**src/ppcs_params.svh**
```systemverilog
// Constants for the parallel port chip-select timing and slave buffer status block.
`ifndef PPCS_PARAMS_SVH
`define PPCS_PARAMS_SVH
`define PPCS_REG_MODE 3'h0
`define PPCS_REG_STAT 3'h1
`define PPCS_REG_PAD 3'h2
`define PPCS_REG_IBUF 3'h3
`define PPCS_REG_OUTPUT_UNDERFLOW 3'h4
`define PPCS_REG_CTRL 3'h5
`define PPCS_REG_IRQ_ST 3'h6
`define PPCS_REG_IRQ_MSK 3'h7
`define PPCS_ACK_HI 15
`define PPCS_ACK_LO 14
`define PPCS_SETUP_HI 7
`define PPCS_SETUP_LO 6
`define PPCS_STROBE_HI 5
`define PPCS_STROBE_LO 2
`define PPCS_HOLD_HI 1
`define PPCS_HOLD_LO 0
`define PPCS_MODE_MASK 16'hC0FF
`define PPCS_STAT_RESET 16'h008F
`define PPCS_ACK_TIMEOUT_MAX 8'hFF
`define PPCS_TCY_NS 20
`define PPCS_QUARTERS_PER_TCY 3'h4
`endif

```
**src/ppcs_pkg.sv**
```systemverilog
// Types for the parallel port chip-select timing and slave buffer status block.
package ppcs_pkg;
	typedef enum logic [1:0] {PPCS_ACK_NONE, PPCS_ACK_TIMEOUT, PPCS_ACK_WAIT, PPCS_ACK_RSVD} ppcs_ack_type;
	typedef enum {PPCS_IDLE, PPCS_SETUP, PPCS_STROBE, PPCS_HOLD} ppcs_state_type;
endpackage

```
**src/ppcs_top.sv**
```systemverilog
// Chip-select cycle timing engine and slave-mode byte buffers with status flags.
`timescale 1ns/10ps
`default_nettype none
`include "ppcs_params.svh"
module ppcs_top
	import ppcs_pkg::*;
(
	CLK_SYS,
	RST_N,
	CE,
	REG_ADDR,
	REG_WDATA,
	REG_WR,
	REG_RD,
	REG_RDATA,
	IRQ,
	CYC_REQ,
	CYC_WRITE,
	CYC_BUSY,
	CYC_DONE,
	CYC_TIMEOUT,
	STROBE,
	DATA_DRIVE,
	EXT_ACK,
	SLV_WR,
	SLV_RD,
	SLV_ADDR,
	SLV_WDATA,
	SLV_RDATA,
	INPUT_BUFFER_TYPE_SELECT
);
	input wire logic CLK_SYS;
	input wire logic RST_N;
	input wire logic CE;
	input wire logic [2:0] REG_ADDR;
	input wire logic [15:0] REG_WDATA;
	input wire logic REG_WR;
	input wire logic REG_RD;
	output logic [15:0] REG_RDATA;
	output logic IRQ;
	input wire logic CYC_REQ;
	input wire logic CYC_WRITE;
	output logic CYC_BUSY;
	output logic CYC_DONE;
	output logic CYC_TIMEOUT;
	output logic STROBE;
	output logic DATA_DRIVE;
	input wire logic EXT_ACK;
	input wire logic SLV_WR;
	input wire logic SLV_RD;
	input wire logic [1:0] SLV_ADDR;
	input wire logic [7:0] SLV_WDATA;
	output logic [7:0] SLV_RDATA;
	output logic INPUT_BUFFER_TYPE_SELECT;

	// ----------------------------------------------------------------
	// Pin synchronisers
	// ----------------------------------------------------------------
	logic [2:0] ack_sync_q, wr_sync_q, rd_sync_q;
	logic ack_q, wr_lvl_q, rd_lvl_q;
	always_ff @(posedge CLK_SYS) begin
		if (!RST_N) begin
			ack_sync_q <= 3'h0;
			wr_sync_q <= 3'h0;
			rd_sync_q <= 3'h0;
			ack_q <= 1'b0;
			wr_lvl_q <= 1'b0;
			rd_lvl_q <= 1'b0;
		end else if (CE) begin
			ack_sync_q <= {ack_sync_q[1:0], EXT_ACK};
			wr_sync_q <= {wr_sync_q[1:0], SLV_WR};
			rd_sync_q <= {rd_sync_q[1:0], SLV_RD};
			if (ack_sync_q[1] == ack_sync_q[2])
				ack_q <= ack_sync_q[2];
			if (wr_sync_q[1] == wr_sync_q[2])
				wr_lvl_q <= wr_sync_q[2];
			if (rd_sync_q[1] == rd_sync_q[2])
				rd_lvl_q <= rd_sync_q[2];
		end
	end
	logic wr_agree, rd_agree, slv_wr_ev, slv_rd_ev;
	assign wr_agree = (wr_sync_q[1] == wr_sync_q[2]) ? wr_sync_q[2] : wr_lvl_q;
	assign rd_agree = (rd_sync_q[1] == rd_sync_q[2]) ? rd_sync_q[2] : rd_lvl_q;
	assign slv_wr_ev = CE && wr_agree && !wr_lvl_q;
	assign slv_rd_ev = CE && rd_agree && !rd_lvl_q;

	// ----------------------------------------------------------------
	// Registers
	// ----------------------------------------------------------------
	logic [15:0] mode_q;
	logic pad_q, slave_en_q;
	logic [1:0] irq_st_q, irq_msk_q;
	logic [7:0] ibuf_q [0:3];
	logic [7:0] output_underflow_q [0:3];
	logic [3:0] ib_full_q, ob_empty_q;
	logic ib_ov_q, ob_uf_q;
	logic [1:0] cpu_ib_idx, cpu_ob_idx;
	logic [1:0] slv_idx;
	logic reg_wr, reg_rd;
	assign reg_wr = CE && REG_WR;
	assign reg_rd = CE && REG_RD;
	assign cpu_ib_idx = REG_WDATA[9:8];
	assign cpu_ob_idx = REG_WDATA[9:8];
	assign slv_idx = SLV_ADDR;

	// Word-pair mask: a CPU byte access touches both bytes of its pair.
	function automatic logic [3:0] pair_mask(input logic [1:0] idx);
		pair_mask = idx[1] ? 4'hC : 4'h3;
	endfunction

	always_ff @(posedge CLK_SYS) begin
		if (!RST_N) begin
			mode_q <= 16'h0000;
			pad_q <= 1'b0;
			slave_en_q <= 1'b0;
			irq_msk_q <= 2'h0;
		end else if (reg_wr) begin
			unique case (REG_ADDR)
				`PPCS_REG_MODE: mode_q <= REG_WDATA & `PPCS_MODE_MASK;
				`PPCS_REG_PAD: pad_q <= REG_WDATA[0];
				`PPCS_REG_CTRL: slave_en_q <= REG_WDATA[0];
				`PPCS_REG_IRQ_MSK: irq_msk_q <= REG_WDATA[1:0];
				default: ;
			endcase
		end
	end
	assign INPUT_BUFFER_TYPE_SELECT = pad_q;

	// CPU reads an input byte selected by the index latched from the previous IBUF write of an index.
	logic [1:0] rd_sel_q;
	logic cpu_ib_rd, cpu_ob_wr, ext_wr, ext_rd;
	assign cpu_ib_rd = reg_rd && REG_ADDR == `PPCS_REG_IBUF && slave_en_q;
	assign cpu_ob_wr = reg_wr && REG_ADDR == `PPCS_REG_OUTPUT_UNDERFLOW && slave_en_q;
	assign ext_wr = slv_wr_ev && slave_en_q;
	assign ext_rd = slv_rd_ev && slave_en_q;

	always_ff @(posedge CLK_SYS) begin
		if (!RST_N)
			rd_sel_q <= 2'h0;
		else if (reg_wr && REG_ADDR == `PPCS_REG_IBUF)
			rd_sel_q <= cpu_ib_idx;
	end

	// Input buffers, filled from the external master.
	always_ff @(posedge CLK_SYS) begin
		if (!RST_N) begin
			ib_full_q <= 4'h0;
			for (int i = 0; i < 4; i++)
				ibuf_q[i] <= 8'h00;
		end else begin
			if (cpu_ib_rd)
				ib_full_q <= ib_full_q & ~pair_mask(rd_sel_q);
			if (ext_wr && !ib_full_q[slv_idx]) begin
				ibuf_q[slv_idx] <= SLV_WDATA;
				ib_full_q[slv_idx] <= 1'b1;
			end
		end
	end

	// Output buffers, drained by the external master.
	always_ff @(posedge CLK_SYS) begin
		if (!RST_N) begin
			ob_empty_q <= 4'hF;
			SLV_RDATA <= 8'h00;
			for (int i = 0; i < 4; i++)
				output_underflow_q[i] <= 8'h00;
		end else begin
			if (cpu_ob_wr) begin
				output_underflow_q[cpu_ob_idx] <= REG_WDATA[7:0];
				ob_empty_q <= ob_empty_q & ~pair_mask(cpu_ob_idx);
			end
			if (ext_rd) begin
				SLV_RDATA <= output_underflow_q[slv_idx];
				ob_empty_q[slv_idx] <= 1'b1;
			end
		end
	end

	// Sticky error flags: hardware set wins over a software clear.
	logic stat_wr;
	assign stat_wr = reg_wr && REG_ADDR == `PPCS_REG_STAT;
	always_ff @(posedge CLK_SYS) begin
		if (!RST_N) begin
			ib_ov_q <= 1'b0;
			ob_uf_q <= 1'b0;
		end else begin
			if (ext_wr && ib_full_q[slv_idx])
				ib_ov_q <= 1'b1;
			else if (stat_wr && !REG_WDATA[14])
				ib_ov_q <= 1'b0;
			if (ext_rd && ob_empty_q[slv_idx])
				ob_uf_q <= 1'b1;
			else if (stat_wr && !REG_WDATA[6])
				ob_uf_q <= 1'b0;
		end
	end

	logic in_all_full, out_all_empty;
	assign in_all_full = &ib_full_q;
	assign out_all_empty = &ob_empty_q;
	logic [15:0] stat_word;
	assign stat_word = {in_all_full, ib_ov_q, 2'b00, ib_full_q, out_all_empty, ob_uf_q, 2'b00, ob_empty_q};

	// ----------------------------------------------------------------
	// Chip-select cycle engine
	// ----------------------------------------------------------------
	ppcs_state_type state_q;
	logic [1:0] phase_q;
	logic [5:0] cnt_q;
	logic [7:0] tmo_q;
	logic tmo_en_q, is_wr_q;
	ppcs_ack_type ack_mode;
	logic [1:0] setup_wait, hold_wait;
	logic [3:0] strobe_wait;
	assign ack_mode = ppcs_ack_type'(mode_q[`PPCS_ACK_HI:`PPCS_ACK_LO]);
	assign setup_wait = mode_q[`PPCS_SETUP_HI:`PPCS_SETUP_LO];
	assign strobe_wait = mode_q[`PPCS_STROBE_HI:`PPCS_STROBE_LO];
	assign hold_wait = mode_q[`PPCS_HOLD_HI:`PPCS_HOLD_LO];

	// Timing is kept in quarter cycles; one clock stands for one quarter.
	logic ack_end, tmo_end, strobe_end;
	assign ack_end = (ack_mode == PPCS_ACK_WAIT || ack_mode == PPCS_ACK_TIMEOUT) && ack_q;
	assign tmo_end = tmo_en_q && tmo_q == 8'h00;
	// Acknowledge modes still keep the programmed minimum strobe before an end is taken.
	assign strobe_end = (ack_mode == PPCS_ACK_NONE || ack_mode == PPCS_ACK_RSVD) ? cnt_q == 6'h00
		: (cnt_q == 6'h00 && (ack_end || tmo_end));

	logic [6:0] load_strobe;
	assign load_strobe = {1'b0, strobe_wait, 2'b00} + (CYC_WRITE ? 7'h01 : 7'h02);
	logic [7:0] tmo_load;
	assign tmo_load = (strobe_wait == 4'h0) ? `PPCS_ACK_TIMEOUT_MAX : {4'h0, strobe_wait};

	always_ff @(posedge CLK_SYS) begin
		if (!RST_N) begin
			state_q <= PPCS_IDLE;
			phase_q <= 2'h0;
			cnt_q <= 6'h00;
			tmo_q <= 8'h00;
			tmo_en_q <= 1'b0;
			is_wr_q <= 1'b0;
			CYC_DONE <= 1'b0;
			CYC_TIMEOUT <= 1'b0;
		end else if (CE) begin
			phase_q <= phase_q + 2'h1;
			CYC_DONE <= 1'b0;
			unique case (state_q)
				PPCS_IDLE: if (CYC_REQ) begin
					is_wr_q <= CYC_WRITE;
					cnt_q <= {2'b00, setup_wait, 2'b00};
					state_q <= PPCS_SETUP;
				end
				PPCS_SETUP: if (cnt_q == 6'h00) begin
					cnt_q <= load_strobe[5:0];
					tmo_q <= tmo_load;
					tmo_en_q <= ack_mode == PPCS_ACK_TIMEOUT;
					CYC_TIMEOUT <= 1'b0;
					state_q <= PPCS_STROBE;
				end else
					cnt_q <= cnt_q - 6'h01;
				PPCS_STROBE: begin
					if (cnt_q != 6'h00)
						cnt_q <= cnt_q - 6'h01;
					if (phase_q == 2'h3 && tmo_q != 8'h00)
						tmo_q <= tmo_q - 8'h01;
					if (strobe_end) begin
						CYC_TIMEOUT <= tmo_end && !ack_end;
						cnt_q <= is_wr_q ? {2'b00, hold_wait, 2'b00}
							: {2'b00, hold_wait, 2'b00} - 6'h01;
						state_q <= (!is_wr_q && hold_wait == 2'h0) ? PPCS_IDLE : PPCS_HOLD;
						CYC_DONE <= !is_wr_q && hold_wait == 2'h0;
					end
				end
				PPCS_HOLD: if (cnt_q == 6'h00 || (!is_wr_q && cnt_q[5:2] == 4'h0 && cnt_q[1:0] == 2'h0)) begin
					CYC_DONE <= 1'b1;
					state_q <= PPCS_IDLE;
				end else
					cnt_q <= cnt_q - 6'h01;
			endcase
		end
	end
	assign CYC_BUSY = state_q != PPCS_IDLE;
	assign STROBE = state_q == PPCS_STROBE;
	assign DATA_DRIVE = is_wr_q && state_q != PPCS_IDLE;

	// ----------------------------------------------------------------
	// Interrupts and read-back
	// ----------------------------------------------------------------
	always_ff @(posedge CLK_SYS) begin
		if (!RST_N)
			irq_st_q <= 2'h0;
		else if (CE) begin
			for (int i = 0; i < 2; i++) begin
				if ((i == 0 && CYC_DONE) || (i == 1 && ((ext_wr && ib_full_q[slv_idx]) || (ext_rd && ob_empty_q[slv_idx]))))
					irq_st_q[i] <= 1'b1;
				else if (reg_wr && REG_ADDR == `PPCS_REG_IRQ_ST && REG_WDATA[i])
					irq_st_q[i] <= 1'b0;
			end
		end
	end
	assign IRQ = |(irq_st_q & irq_msk_q);

	always_ff @(posedge CLK_SYS) begin
		if (!RST_N)
			REG_RDATA <= 16'h0000;
		else if (reg_rd) begin
			unique case (REG_ADDR)
				`PPCS_REG_MODE: REG_RDATA <= mode_q;
				`PPCS_REG_STAT: REG_RDATA <= slave_en_q ? stat_word : `PPCS_STAT_RESET;
				`PPCS_REG_PAD: REG_RDATA <= {15'h0000, pad_q};
				`PPCS_REG_IBUF: REG_RDATA <= {6'h00, rd_sel_q, ibuf_q[rd_sel_q]};
				`PPCS_REG_OUTPUT_UNDERFLOW: REG_RDATA <= {12'h000, ob_empty_q};
				`PPCS_REG_CTRL: REG_RDATA <= {13'h0000, CYC_TIMEOUT, CYC_BUSY, slave_en_q};
				`PPCS_REG_IRQ_ST: REG_RDATA <= {14'h0000, irq_st_q};
				`PPCS_REG_IRQ_MSK: REG_RDATA <= {14'h0000, irq_msk_q};
			endcase
		end
	end
endmodule
`default_nettype wire

```
**config.mk**
```make
export PLATFORM = sky130hd
export DESIGN_NAME = ppcs_top
export DESIGN_NICKNAME = d
export VERILOG_FILES = /design/src/ppcs_pkg.sv /design/src/ppcs_top.sv
export VERILOG_INCLUDE_DIRS = /design/src /design/src/src
export SDC_FILE = /design/constraint.sdc
export NUM_CORES = 1
export LEC_CHECK = 0
export BUFFER_PORTS_ARGS = -buffer_cell sky130_fd_sc_hd__buf_4
export CORE_UTILIZATION = 59
export CTS_CLUSTER_SIZE = 20
export DETAILED_ROUTE_END_ITERATION = 8
export GPL_ROUTABILITY_DRIVEN = 0
export GPL_TIMING_DRIVEN = 0
export PLACE_DENSITY = 0.8
export SLEW_MARGIN = 10
export SYNTH_ARGS = -nofsm -noshare
export SYNTH_HDL_FRONTEND = slang
export SYNTH_SLANG_ARGS = --single-unit
```
**constraint.sdc**
```tcl
create_clock -name CLK_SYS -period 3.52 [get_ports CLK_SYS]
set_input_delay 0.352 -clock CLK_SYS [delete_from_list [all_inputs] [get_ports CLK_SYS]]
set_output_delay 0.352 -clock CLK_SYS [all_outputs]
set_load 0.02 [all_outputs]
```
# ---- Word level (Yosys, flattened, before mapping)
# Memory sizes are Yosys's and may differ from the RTL's. A register that Yosys moved wholly into a read port is not among the register bits.
# Cells that the tools add are included.
dict set report word_totals {
  input_bits 39
  out_inout_bits 31
  word_cells 213
  reg_bits 108
  ramBits 64
  mem_count 2
}
dict set report op_classes {
  magnitude_cmp 2
  reduce_logical 80
  eq_ne 25
  bitwise_logic 7
  muxes 66
  addsub 5
}
# name depth width rd rd_ports_with_merged_regs write_ports line_no
set mem_list {}
lappend mem_list {ibuf_q 4 8 1 1 4 ppcs_top.sv:93} ;# logic [7:0] ibuf_q [0:3];
lappend mem_list {output_underflow_q 4 8 1 1 4 ppcs_top.sv:94} ;# logic [7:0] output_underflow_q [0:3];
# cell n
set ops {}
lappend ops {{two-way mux 32 bit} 4}
lappend ops {{one-hot mux 16 bit (8 select lines)} 1}
lappend ops {{one-hot mux 32 bit (4 select lines)} 1}
lappend ops {{equality test 32 x 2 -> 1 bit (second input constant)} 2}
lappend ops {{two-way mux 8 bit} 5}
lappend ops {{two-way mux 6 bit} 6}
lappend ops {{equality test 32 x 1 -> 1 bit (second input constant)} 1}
lappend ops {{equality test 32 x 3 -> 1 bit (second input constant)} 1}
lappend ops {{logical AND 1 bit} 32}
lappend ops {{zero test 32 bit} 1}
lappend ops {{two-way mux 4 bit} 8}
lappend ops {{nonzero test 32 bit} 1}
lappend ops {{two-way mux 1 bit} 27}
lappend ops {{one-hot mux 6 bit (4 select lines)} 1}
lappend ops {{AND reduction 4 bit} 5}
lappend ops {{two-way mux 16 bit} 1}
lappend ops {{one-hot mux 8 bit (2 select lines)} 1}
lappend ops {{OR reduction 8 bit} 2}
lappend ops {{AND reduction 2 bit} 7}
lappend ops {{equality test 3 bit (second input constant)} 4}
lappend ops {{two-way mux 2 bit} 6}
lappend ops {{inequality test 2 bit (second input constant)} 6}
lappend ops {{nonzero test 2 bit} 5}
lappend ops {{AND 4 bit} 2}
lappend ops {{other kinds (31)} 55}

# ---- Longest topological paths before layout
# Gate-level depths: netlist (run 1).
dict set report depth {
  ltp_word 11
  mapped_depth 9
  ltp_nobuf 7
}

# ---- Least setup slack after synthesis (run 1)
# OpenSTA, ideal clock, no wires.
dict set report synth_timing {
  path_type {input -> register}
  start {input SLV_ADDR[0]}
  end {memory ibuf_q[0][0], enable pin}
  arrival_time_ps 2207
  t_required_ps 3185
  n_path_buf 1
  path_slack_ps 978
  setup_time_ps 335
  stages 4
  cell_sequence {clkbuf_1 mux4_2 nor4_1 nand2b_1}
}
# element line_no
set synth_rtl {}
lappend synth_rtl {{start: declaration} ppcs_top.sv:51} ;# input wire logic [1:0] SLV_ADDR;
lappend synth_rtl {{end: declaration} ppcs_top.sv:93}

==> Implementation_results.wiki, run 1 <==
{| class="wikitable"
! Metric !! Value
|-
| Outcome || completed
|-
| CP Data Required Time || 3580 ps
|-
| Critical path launch point || wr_sync_q[2]
|-
| Number of DRC violations after detailed routing || 0
|-
| Worst-Skew Late Latency || 430 ps
|-
| Bufs on Longest Clock Path || 2
|-
| CP Capture Point || ibuf_q[1][6]
|-
| Path type of the worst min-delay path || in -> reg
|-
| Core region area || 0.0117 sq mm
|-
| CTS root buffer || clkbuf_16
|-
| Starting density of the core || 0.617
|-
| Pre-antenna DRT Iters || 8
|-
| Number of global-route vias before repair || 5915
|-
| Vias || 6149
|-
| Setup repair after global routing missed its margin || false
|-
| Port Buffers || 59
|-
| Number of max-capacitance violations reported || 0
|-
| Max Clock Skew || 10.9 ps
|-
| Post-layout nets || 838
|-
| Fraction of the cycle the final worst path needs || 0.916
|-
| Cell depth of the worst setup path || 5
|-
| Wire length of the first global-routing pass || 30.6 mm
|-
| Most common cell after layout, fill and taps aside || dfxtp_1
|-
| Number of top-level pins || 70
|-
| Die width || 112 um
|-
| Residual antenna-violating net count after detailed routing || 0
|-
| R2r setup slk || 300 ps
|-
| Cell class contributing the biggest share of worst-path delay || simple AND/OR/NAND/NOR gates
|-
| Maximum number of pins on one net before global-route repair || 17
|-
| Leakage power total || 3.21 nW
|-
| Number of clock sinks || 150
|-
| Endpoints failing setup || 0
|-
| Delay contributed by the slowest stage of the critical path || 890 ps
|-
| Post-CTS repair timing setup buffer count || 0
|-
| Remaining global-route overflow || 0
|-
| Via density || 6.51
|-
| Share of flip-flops with an asynchronous set or reset after synthesis || 0
|-
| Number of buffers and inverters on the critical path || 0
|-
| Arr. time, crit path || 3280 ps
|-
| Final hold slack || 165 ps
|-
| Number of instances in the synthesized netlist || 709
|-
| Post_cts resized || 0
|-
| FF-to-FF Start || wr_sync_q[2]
|-
| Setup WS post-layout || 295 ps
|-
| Yosys warning total || 0
|-
| Final Slew Violations || 0
|-
| Top flip-flop cell by instance count after synthesis || dfxtp_1
|-
| TritonCTS clock tree || built
|-
| Count of standard-cell rows || 39
|-
| Most frequent cell on the critical path || nand2_1
|-
| H-tree depth || 4
|-
| Synth-to-layout area growth || 17.3%
|-
| Total power divided by cell area || 499 mW/mm^2
|-
| Post-detail-place hpwl || 13.4 mm
|-
| Worst Path Max Fanout || 9
|-
| Count of unique library cells instantiated by Yosys || 76
|-
| Commonest non-fill, non-tap cells in the layout || 86 x dfxtp_1, 81 x nand2_1, 64 x edfxtp_1, 62 x buf_4, 55 x and2_1
|-
| DP Worst Slack || 97.5 ps
|-
| Routed WL per cell || 20.5 um
|-
| EDFF count, synth || 64
|-
| Initial DRC count || 639
|-
| Series of cell instances along the critical path || nand2_1 > nor4bb_1 > nand2_1 > nor3_1 > nand2b_1
|-
| Placed inst area || 0.00784 sq mm
|-
| Die span in y || 112 um
|-
| Total wire length after detailed routing || 19.4 mm
|-
| Maximum VDD drop || 320 uV
|-
| Number of register bits inferred by synthesis || 150
|-
| Cell at the slowest stage of the critical path || nor3_1
|-
| Number of buffers added to fix hold violations after cts || 0
|-
| Worst slew margin relative to its limit || 0.116
|-
| Netlist Area Pre-Place || 0.00719 sq mm
|-
| Total global routing track utilization || 0.323
|-
| Setup crit start kind || register
|-
| Initial antenna violation count || 0
|-
| Final critical path time including I/O delays and setup || 3220 ps
|-
| Diode insertion count for antenna repair || 0
|-
| CTS clk-pin slew, worst paths || 60 ps
|-
| Max Fclk || 310 MHz
|-
| Overall die area || 0.0126 sq mm
|-
| Transition at the pin with the smallest max-transition slack || 1310 ps
|-
| Reg2Reg Depth || 5
|-
| Endpoints failing hold || 0
|-
| Clock buffers created by TritonCTS || 17
|-
| Category of the critical setup timing path || reg -> reg
|-
| Final instance area || 0.00844 sq mm
|-
| Sequential share of the synthesized area || 0.507
|-
| Share of final-layout standard cells stronger than drive strength 1 || 0.166
|-
| Critical R2R Capture || ibuf_q[1][6]
|-
| Endpoint kind of the worst setup timing path || register
|-
| Mapped Avg Cell Area || 10.1 sq um
|}
## Yosys cell counts (16+ instances only)
master,n,share of area
a21oi_1,51,0.035
dfxtp_1,86,0.24
inv_1,24,0.013
edfxtp_1,64,0.27
nor3_1,18,0.013
mux4_2,18,0.056
and2_1,55,0.048
nor2_1,45,0.023
nand2_1,81,0.042
mux2i_1,16,0.022
clkbuf_1,32,0.017
nand3_1,23,0.016
o21ai_0,32,0.022
## worst register-to-register path: cells and delay by family (launching register included)
family           cells  cell delay (ps)
DFF                  1              340
and+or+nand+nor      5             2520
## state kept, by name, indices dropped and copies added (netlist names), 2 cells and up, named ones only
name	cells
rd_sel_q	2
REG_RDATA	14
wr_sync_q	3
rd_sync_q	3
SLV_RDATA	8
tmo_q	8
mode_q	10
phase_q	2
state_q	2
ob_empty_q	4
ib_full_q	4
cnt_q	6
output_underflow_q	32
irq_msk_q	2
irq_st_q	2
ibuf_q	32
ack_sync_q	3
## where the power goes
group | total, mW | leakage (nW) | switching (mW) | internal, mW
logic | 0.452 | 1.56 | 0.284 | 0.168
registers | 1.91 | 1.36 | 0.0386 | 1.87
clock network | 1.86 | 0.289 | 0.729 | 1.13
## stage by stage
stage	total power, mW	std cells	TNS, ps	util
after floorplan	2.22	710	0	-
after global placement	2.36	912	-1130	0.670
after detailed placement	2.38	913	0	0.672
after CTS	4.21	945	0	0.724
after global routing	4.32	945	0	0.724
final	4.21	945	0	0.724
## final cells by class
class                      instances  area, sq um
buffer                            42          183
inverter                          24         90.1
timing repair buffer              60          450
tap                              143          179
clock inverter                    11          119
multi-input combinational        494         3290
clock buffer                      21          483
fill                             839         3220
sequential                       150         3640
## metal layers
| layer | GRT usage | part of all wire |
|---|---|---|
| met1 | 0.412 | 0.40 |
| met2 | 0.530 | 0.48 |
| met3 | 0.0778 | 0.091 |
| met4 | 0.137 | 0.031 |
| met5 | 0 | 0 |
## cell families (layout without fill, tap and decap cells)
logic type                 Yosys count  in the layout  synth area share
AOI/OAI and AO/OA                  161            161             0.149
xor gates and xnor gates             3              3           0.00365
adders and majority gates           10             10            0.0174
buffers and inverters               66            158            0.0379
DFF                                150            150             0.507
muxes                               36             36            0.0818
other                                1              2          0.000521
and+or+nand+nor                    282            282             0.203
## worst min path at each step
| stage | start | endpoint | slack [ps] | cells past startpoint |
|---|---|---|---|---|
| 2_1_floorplan | ack_sync_q[1] | ack_q | 440 | 2 |
| 4_1_cts | SLV_RD | rd_sync_q[0] | 160 | 3 |
| 6_report | SLV_RD | rd_sync_q[0] | 160 | 3 |
| 5_1_grt | SLV_RD | rd_sync_q[0] | 190 | 3 |
| 3_3_place_gp | REG_RDATA[10] | REG_RDATA[10] | 440 | 2 |
| 3_5_place_dp | REG_RDATA[10] | REG_RDATA[10] | 450 | 2 |
Power figures use the tool's default switching activity.
==> run 2: changes to the inputs <==
--- a/config.mk
+++ b/config.mk
@@ -12,8 +12,10 @@
 export DETAILED_ROUTE_END_ITERATION = 8
 export GPL_ROUTABILITY_DRIVEN = 0
 export GPL_TIMING_DRIVEN = 0
-export PLACE_DENSITY = 0.8
+export PLACE_DENSITY = 0.84
+export RECOVER_POWER = 50
 export SLEW_MARGIN = 10
 export SYNTH_ARGS = -nofsm -noshare
 export SYNTH_HDL_FRONTEND = slang
 export SYNTH_SLANG_ARGS = --single-unit
+export TNS_END_PERCENT = 5
==> run 2 against run 1 <==
Effect of this change: register-to-register slack better by 190 ps; power down 0.86%; largest cell class unchanged; critical path depth did not move; sequential cell count unchanged; sequential power barely moved.
==> Implementation_results.wiki, run 2 (same netlist as run 1, synthesis figures left out) <==
{| class="wikitable"
! Metric !! Value
|-
| Transition at the pin with the smallest max-transition slack || 1420 ps (was 1310 ps)
|-
| Initial antenna violation count || 0 (unchanged)
|-
| Setup crit start kind || register (unchanged)
|-
| CTS clk-pin slew, worst paths || 60 ps (about the same)
|-
| Sequential Power Share || 0.456 (was 0.452)
|-
| Total global routing track utilization || 0.315 (was 0.323)
|-
| Core region area || 0.0117 sq mm (unchanged)
|-
| Arr. time, crit path || 3100 ps (was 3280 ps)
|-
| Endpoint kind of the worst setup timing path || register (unchanged)
|-
| Register area || 0.00364 sq mm (unchanged)
|-
| Wire length of the first global-routing pass || 30.0 mm (was 30.6 mm)
|-
| Number of max-capacitance violations reported || 0 (unchanged)
|-
| DP Worst Slack || 211 ps (was 97.5 ps)
|-
| Via density || 6.54 (was 6.51)
|-
| Post_cts resized || 0 (unchanged)
|-
| Final critical path time including I/O delays and setup || 3030 ps (was 3220 ps)
|-
| Initial DRC count || 833 (was 639)
|-
| Pre-antenna DRT Iters || 6 (was 8)
|-
| Highest metal layer with signal wires || met4 (unchanged)
|-
| Non-filler instance count after layout || 944 (was 945)
|-
| Max Fclk || 330 MHz (was 310 MHz)
|-
| Routed WL per cell || 20.2 um (was 20.5 um)
|-
| Total power divided by cell area || 504 mW/mm^2 (was 499 mW/mm^2)
|-
| Met2 routed wirelength || 8.95 mm (was 9.29 mm)
|-
| Instance count after placement with tap cells included || 912 (was 913)
|-
| Starting density of the core || 0.617 (unchanged)
|-
| Post-Route Setup TNS || 0 ps (unchanged)
|-
| Count of standard-cell rows || 39 (unchanged)
|-
| Most common cell after layout, fill and taps aside || dfxtp_1 (unchanged)
|-
| Diode insertion count for antenna repair || 0 (unchanged)
|-
| Final instance area || 0.00829 sq mm (was 0.00844 sq mm)
|-
| Number of buffers added to fix hold violations after cts || 0 (unchanged)
|-
| Sw Share || 0.245 (was 0.250)
|-
| Number of top-level pins || 70 (unchanged)
|-
| Post-CTS repair timing setup buffer count || 0 (unchanged)
|-
| Multi-input gate area in the final layout || 0.00327 sq mm (was 0.00329 sq mm)
|-
| Path type of the worst min-delay path || in -> reg (unchanged)
|-
| Net switching power || 1.02 mW (was 1.05 mW)
|-
| Remaining global-route overflow || 0 (unchanged)
|-
| Post-layout nets || 837 (was 838)
|-
| Clock network fraction of total power || 0.440 (about the same)
|-
| Worst-Skew Late Latency || 430 ps (about the same)
|-
| Commonest non-fill, non-tap cells in the layout || 86 x dfxtp_1, 81 x nand2_1, 68 x clkbuf_1, 64 x edfxtp_1, 51 x a21oi_1 (was 86 x dfxtp_1, 81 x nand2_1, 64 x edfxtp_1, 62 x buf_4, 55 x and2_1)
|-
| Endpoints failing setup || 0 (unchanged)
|-
| Share of the core filled with cells || 0.710 (was 0.724)
|-
| Outcome || completed (unchanged)
|-
| Overall die area || 0.0126 sq mm (unchanged)
|-
| Setup WS post-layout || 487 ps (was 295 ps)
|-
| TritonCTS clock tree || built (unchanged)
|-
| Endpoints failing hold || 0 (unchanged)
|-
| H-tree depth || 4 (unchanged)
|-
| Bufs on Longest Clock Path || 2 (unchanged)
|-
| Number of clock sinks || 150 (unchanged)
|-
| Worst slew margin relative to its limit || 0.0442 (was 0.116)
|-
| Total wire length after detailed routing || 19.1 mm (was 19.4 mm)
|-
| Met3 WL || 1.97 mm (was 1.77 mm)
|-
| Die span in y || 112 um (unchanged)
|-
| Leakage power total || 3.06 nW (was 3.21 nW)
|-
| Category of the critical setup timing path || reg -> reg (unchanged)
|-
| CP Data Required Time || 3590 ps (was 3580 ps)
|-
| Final hold slack || 172 ps (was 165 ps)
|-
| Synth-to-layout area growth || 15.2% (was 17.3%)
|-
| Clock buffers created by TritonCTS || 17 (unchanged)
|-
| Number of global-route vias before repair || 5963 (was 5915)
|-
| CTS root buffer || clkbuf_16 (unchanged)
|-
| Cell Int Power || 3.15 mW (was 3.16 mW)
|-
| Share of final-layout standard cells stronger than drive strength 1 || 0.125 (was 0.166)
|-
| Placed inst area || 0.00783 sq mm (was 0.00784 sq mm)
|-
| Port Buffers || 59 (unchanged)
|-
| Maximum number of pins on one net before global-route repair || 17 (unchanged)
|-
| Worst Path Max Fanout || 9 (unchanged)
|-
| Largest registers || ibuf_q (32), output_underflow_q (32), REG_RDATA (14) (unchanged)
|-
| Max Clock Skew || 7.35 ps (was 10.9 ps)
|-
| Die width || 112 um (unchanged)
|-
| Vias || 6172 (was 6149)
|-
| Fraction of the cycle the final worst path needs || 0.862 (was 0.916)
|-
| Total power draw || 4.18 mW (was 4.21 mW)
|-
| Final Slew Violations || 0 (unchanged)
|-
| Number of filler instances in the final layout || 852 (was 839)
|-
| Setup repair after global routing missed its margin || false (unchanged)
|-
| Metal1 wirelength || 7.33 mm (was 7.73 mm)
|-
| Residual antenna-violating net count after detailed routing || 0 (unchanged)
|-
| Post-detail-place hpwl || 13.4 mm (about the same)
|-
| Power share of the combinational group || 0.103 (was 0.107)
|-
| Number of DRC violations after detailed routing || 0 (unchanged)
|-
| Maximum VDD drop || 331 uV (was 320 uV)
|}
## run 2: cell count changes in the layout (fill, tap and decap cells not counted), moves of 2 or more
cell / previous run / this run
clkbuf_1: 34 / 68
buf_4: 62 / 31
and2_0: 0 / 6
and2_1: 55 / 49
buf_1: 4 / 2
clkbuf_16: 19 / 17
clkinv_1: 2 / 0
clkinv_2: 2 / 4
## run 2: metal layers
| layer | track usage | vias up |
|---|---|---|
| li1 | - | 2758 |
| met1 | 0.395 | 2929 |
| met2 | 0.504 | 395 |
| met3 | 0.0783 | 90 |
| met4 | 0.169 | 0 |
| met5 | 0 | - |
## run 2: layout make-up
class	count	area share
Tap cell	143	0.0216
Clock buffer	20	0.0539
Sequential cell	150	0.440
Inverter	24	0.0109
Multi-Input combinational cell	494	0.395
Buffer	42	0.0210
Clock inverter	12	0.0183
Timing Repair Buffer	59	0.0399
## run 2: power by group through the flow
stage | Clock [mW] | Combinational, mW | Sequential (mW)
floorplan | 0 | 0.285 | 1.94
global placement | 0 | 0.420 | 1.94
detailed placement | 0 | 0.435 | 1.94
CTS | 1.84 | 0.438 | 1.90
global route | 1.91 | 0.466 | 1.91
finish | 1.84 | 0.432 | 1.91
## run 2: path summary, 6_finish.rpt
| check | slack (ps) | from | cells after the start | endpoint |
|---|---|---|---|---|
| worst min register to register | 460 | REG_RDATA[2] | 2 | REG_RDATA[2] |
| worst min-delay path | 170 | SLV_RD | 3 | rd_sync_q[0] |
| worst max register to register | 490 | wr_sync_q[2] | 5 | ibuf_q[1][6] |
| worst max-delay path | 490 | wr_sync_q[2] | 5 | ibuf_q[1][6] |
## run 2: worst max-delay path, cell delays in order, from the launching register on
cell and delay (ps):
dfxtp_1 350, nand2_1 80, nor4bb_1 700, nand2_1 210, nor3_1 830, nand2b_1 500
==> run 3: changes to the inputs <==
--- a/config.mk
+++ b/config.mk
@@ -6,6 +6,8 @@
 export SDC_FILE = /design/constraint.sdc
 export NUM_CORES = 1
 export LEC_CHECK = 0
+export ABC_AREA = 1
+export ABC_CLOCK_PERIOD_IN_PS = 3520
 export BUFFER_PORTS_ARGS = -buffer_cell sky130_fd_sc_hd__buf_4
 export CORE_UTILIZATION = 59
 export CTS_CLUSTER_SIZE = 20
==> run 3 against run 2 <==
Effect of this change: the run now ends with DRC left; area after synthesis fell by 1.5%; die area fell by 1.5%; core utilization fell by 0.45 points; sequential share of layout area rose by 0.65 points; register-to-register slack improved by 630 ps; clock skew barely moved; critical path type unchanged; critical endpoint is now ibuf_q[1][7]; largest cell class unchanged.
==> Implementation_results.wiki, run 3 <==
{| class="wikitable"
! Metric !! Value
|-
| Cell types with the highest counts after synthesis || 125 x nand2_1, 121 x nor2_1, 86 x dfxtp_1 (was 86 x dfxtp_1, 81 x nand2_1, 64 x edfxtp_1)
|-
| Commonest non-fill, non-tap cells in the layout || 131 x nand2_1, 123 x nor2_1, 86 x dfxtp_1, 78 x inv_1 (was 86 x dfxtp_1, 81 x nand2_1, 68 x clkbuf_1, 64 x edfxtp_1, 51 x a21oi_1)
|-
| Adder-cell share of the synthesized area || 0.0177 (was 0.0174)
|-
| Maximum VDD drop || 363 uV (was 331 uV)
|-
| H-tree depth || 4 (unchanged)
|-
| Path type of the worst min-delay path || in -> reg (unchanged)
|-
| Category of the critical setup timing path || reg -> reg (unchanged)
|-
| Endpoint kind of the worst setup timing path || register (unchanged)
|-
| Post-detail-place hpwl || 13.1 mm (was 13.4 mm)
|-
| CTS clk-pin slew, worst paths || 60 ps (about the same)
|-
| Diode insertion count for antenna repair || 0 (unchanged)
|-
| CP Capture Point || ibuf_q[1][7] (was ibuf_q[1][6])
|-
| CTS root buffer || clkbuf_16 (unchanged)
|-
| Pre-antenna DRT Iters || 7 (was 6)
|-
| CP Data Required Time || 3600 ps (was 3590 ps)
|-
| Number of buffers and inverters on the critical path || 1 (was 0)
|-
| Worst-Skew Late Latency || 420 ps (was 430 ps)
|-
| Bufs on Longest Clock Path || 2 (unchanged)
|-
| Residual antenna-violating net count after detailed routing || 0 (unchanged)
|-
| Share of flip-flops with an asynchronous set or reset after synthesis || 0 (unchanged)
|-
| Total wire length after detailed routing || 18.4 mm (was 19.1 mm)
|-
| Mapped Avg Cell Area || 8.41 sq um (was 10.1 sq um)
|-
| Fraction of the cycle the final worst path needs || 0.684 (was 0.862)
|-
| Reg2Reg Depth || 8 (was 5)
|-
| Final hold slack || 147 ps (was 172 ps)
|-
| Endpoints failing hold || 0 (unchanged)
|-
| Largest registers || ibuf_q (32), output_underflow_q (32), REG_RDATA (14) (unchanged)
|-
| Transition at the pin with the smallest max-transition slack || 1130 ps (was 1420 ps)
|-
| Wire length of the first global-routing pass || 30.0 mm (about the same)
|-
| Clock buffers created by TritonCTS || 17 (unchanged)
|-
| Top flip-flop cell by instance count after synthesis || dfxtp_1 (unchanged)
|-
| Number of instances in the synthesized netlist || 842 (was 709)
|-
| Leakage power total || 3.26 nW (was 3.06 nW)
|-
| XOR/XNOR Fraction of Synth Area || 0.00618 (was 0.00365)
|-
| Number of clock sinks || 150 (unchanged)
|-
| Max Fclk || 416 MHz (was 330 MHz)
|-
| Total power divided by cell area || 527 mW/mm^2 (was 504 mW/mm^2)
|-
| Number of filler instances in the final layout || 914 (was 852)
|-
| Yosys warning total || 0 (unchanged)
|-
| Number of max-capacitance violations reported || 0 (unchanged)
|-
| Endpoints failing setup || 0 (unchanged)
|-
| EDFF count, synth || 64 (unchanged)
|-
| Initial DRC count || 719 (was 833)
|-
| Leading post-synthesis cells by cell area || edfxtp_1 27%, dfxtp_1 24%, nand2_1 6.6% (was edfxtp_1 27%, dfxtp_1 24%, mux4_2 5.6%)
|-
| Routed WL per cell || 17.0 um (was 20.2 um)
|-
| Worst Path Max Fanout || 9 (unchanged)
|-
| Worst hold path cell count || 3 (unchanged)
|-
| Share of final-layout standard cells stronger than drive strength 1 || 0.112 (was 0.125)
|-
| Final Slew Violations || 0 (unchanged)
|-
| Die span in y || 112 um (about the same)
|-
| Port Buffers || 62 (was 59)
|-
| Share of the core filled with cells || 0.706 (was 0.710)
|-
| Via density || 5.85 (was 6.54)
|-
| Number of global-route vias before repair || 5882 (was 5963)
|-
| Post-layout nets || 973 (was 837)
|-
| Area fraction in compound gates after synthesis || 0.167 (was 0.149)
|-
| Series of cell instances along the critical path || a21oi_1 > nor2_1 > o21ai_0 > nor3_1 > nand3_2 > inv_2 > nand2_1 > nand2_1 (was nand2_1 > nor4bb_1 > nand2_1 > nor3_1 > nand2b_1)
|-
| Number of top-level pins || 70 (unchanged)
|-
| DP Worst Slack || 1150 ps (was 211 ps)
|-
| Post_cts resized || 0 (unchanged)
|-
| Number of register bits inferred by synthesis || 150 (unchanged)
|-
| Worst slew margin relative to its limit || 0.236 (was 0.0442)
|-
| Critical path launch point || wr_lvl_q (was wr_sync_q[2])
|-
| TritonCTS clock tree || built (unchanged)
|-
| R2r setup slk || 1110 ps (was 490 ps)
|-
| Count of unique library cells instantiated by Yosys || 48 (was 76)
|-
| Mux share of post-synthesis cell area || 0 (was 0.0818)
|-
| Setup crit start kind || register (unchanged)
|-
| Delay contributed by the slowest stage of the critical path || 470 ps (was 830 ps)
|-
| Cell at the slowest stage of the critical path || nor3_1 (unchanged)
|-
| Synth-to-layout area growth || 15.3% (was 15.2%)
|-
| Combinational family with the most area after synthesis || simple AND/OR/NAND/NOR gates (unchanged)
|-
| Simple logic cell fraction of the synthesized area || 0.220 (was 0.203)
|-
| Final instance area || 0.00816 sq mm (was 0.00829 sq mm)
|-
| Number of DRC violations after detailed routing || 4 (was 0)
|-
| FF-to-FF Start || wr_lvl_q (was wr_sync_q[2])
|-
| Failing checks || DRC
|-
| Netlist Area Pre-Place || 0.00708 sq mm (was 0.00719 sq mm)
|-
| Most frequent cell on the critical path || nand2_1 (unchanged)
|-
| Max Clock Skew || 7.40 ps (was 7.35 ps)
|-
| Setup repair after global routing missed its margin || false (unchanged)
|-
| Critical R2R Capture || ibuf_q[1][7] (was ibuf_q[1][6])
|-
| Total global routing track utilization || 0.313 (was 0.315)
|-
| Cell depth of the worst setup path || 8 (was 5)
|-
| Initial antenna violation count || 0 (unchanged)
|-
| Die width || 112 um (about the same)
|-
| Placed inst area || 0.00773 sq mm (was 0.00783 sq mm)
|-
| Count of standard-cell rows || 39 (unchanged)
|-
| Post-CTS repair timing setup buffer count || 0 (unchanged)
|-
| Starting density of the core || 0.612 (was 0.617)
|-
| Overall die area || 0.0124 sq mm (was 0.0126 sq mm)
|-
| Remaining global-route overflow || 0 (unchanged)
|-
| Maximum number of pins on one net before global-route repair || 17 (unchanged)
|-
| Most common cell after layout, fill and taps aside || nand2_1 (was dfxtp_1)
|-
| Outcome || finished, violations left (was completed)
|-
| Vias || 6319 (was 6172)
|-
| Number of buffers added to fix hold violations after cts || 0 (unchanged)
|-
| Area share of the largest cell type after synthesis || 0.271 (was 0.267)
|-
| Setup WS post-layout || 1110 ps (was 487 ps)
|-
| Arr. time, crit path || 2480 ps (was 3100 ps)
|-
| Most repeated cell in the gate-level netlist after synthesis || nand2_1 (was dfxtp_1)
|-
| Post-Route Setup TNS || 0 ps (unchanged)
|-
| Cell class contributing the biggest share of worst-path delay || simple AND/OR/NAND/NOR gates (unchanged)
|-
| Sequential share of the synthesized area || 0.514 (was 0.507)
|-
| Cell accounting for the most synthesized area || edfxtp_1 (unchanged)
|-
| Core region area || 0.0116 sq mm (was 0.0117 sq mm)
|-
| Final critical path time including I/O delays and setup || 2410 ps (was 3030 ps)
|}
run 3: changes by cell type after synthesis, moves of 14 or more:
cell      before  now
mux4_2        18    0
a21oi_1       51   68
mux2i_1       16    0
o21ai_0       32   68
clkbuf_1      32   12
nand3_1       23   45
nor2_1        45  121
and2_1        55    0
nand2_1       81  125
inv_1         24   77
inv_2          0   14
run 3: area by class of cell:
type / instances / area, sq um / area share
Buffer: 31 / 143 / 0.0175
Clock buffer: 21 / 450 / 0.0552
Clock inverter: 11 / 169 / 0.0207
Inverter: 96 / 362 / 0.0443
Multi-Input combinational cell: 566 / 2860 / 0.350
Sequential cell: 150 / 3640 / 0.446
Tap cell: 143 / 179 / 0.0219
Timing Repair Buffer: 62 / 357 / 0.0437
run 3: worst min-delay path, stage by stage:
cell	delay (ps)
buf_4	80
nor2_1	30
nor2_1	80
run 3: stage by stage:
stage / instances / power, mW
after floorplan: 843 / 2.26
after global placement: 1048 / 2.40
after detailed placement: 1048 / 2.41
after CTS: 1080 / 4.30
after global routing: 1080 / 4.44
final: 1080 / 4.31
run 3: how the worst min path moves through the flow:
stage / startpoint / end
after global placement: REG_RDATA[11] / REG_RDATA[11]
after global routing: SLV_WR / wr_sync_q[0]
after detailed placement: REG_RDATA[11] / REG_RDATA[11]
after CTS: EXT_ACK / ack_sync_q[0]
after floorplan: irq_st_q[0] / irq_st_q[0]
final: EXT_ACK / ack_sync_q[0]
run 3: power by group:
| group | internal [mW] | switching, mW |
|---|---|---|
| clock | 1.21 | 0.723 |
| sequential | 1.87 | 0.0358 |
| combinational | 0.147 | 0.318 |
| total | 3.23 | 1.08 |
run 3: metal layers:
layer,share of wire,GRT usage
met2,0.45,0.478
met4,0.019,0.120
met3,0.086,0.0724
met1,0.44,0.434
met5,0,0
run 3: kinds of logic after synthesis:
logic type	count (synthesis)
AOI/OAI and AO/OA	205
xor gates and xnor gates	5
adders and majority gates	10
buffers and inverters	127
DFF	150
other	1
and+or+nand+nor	344
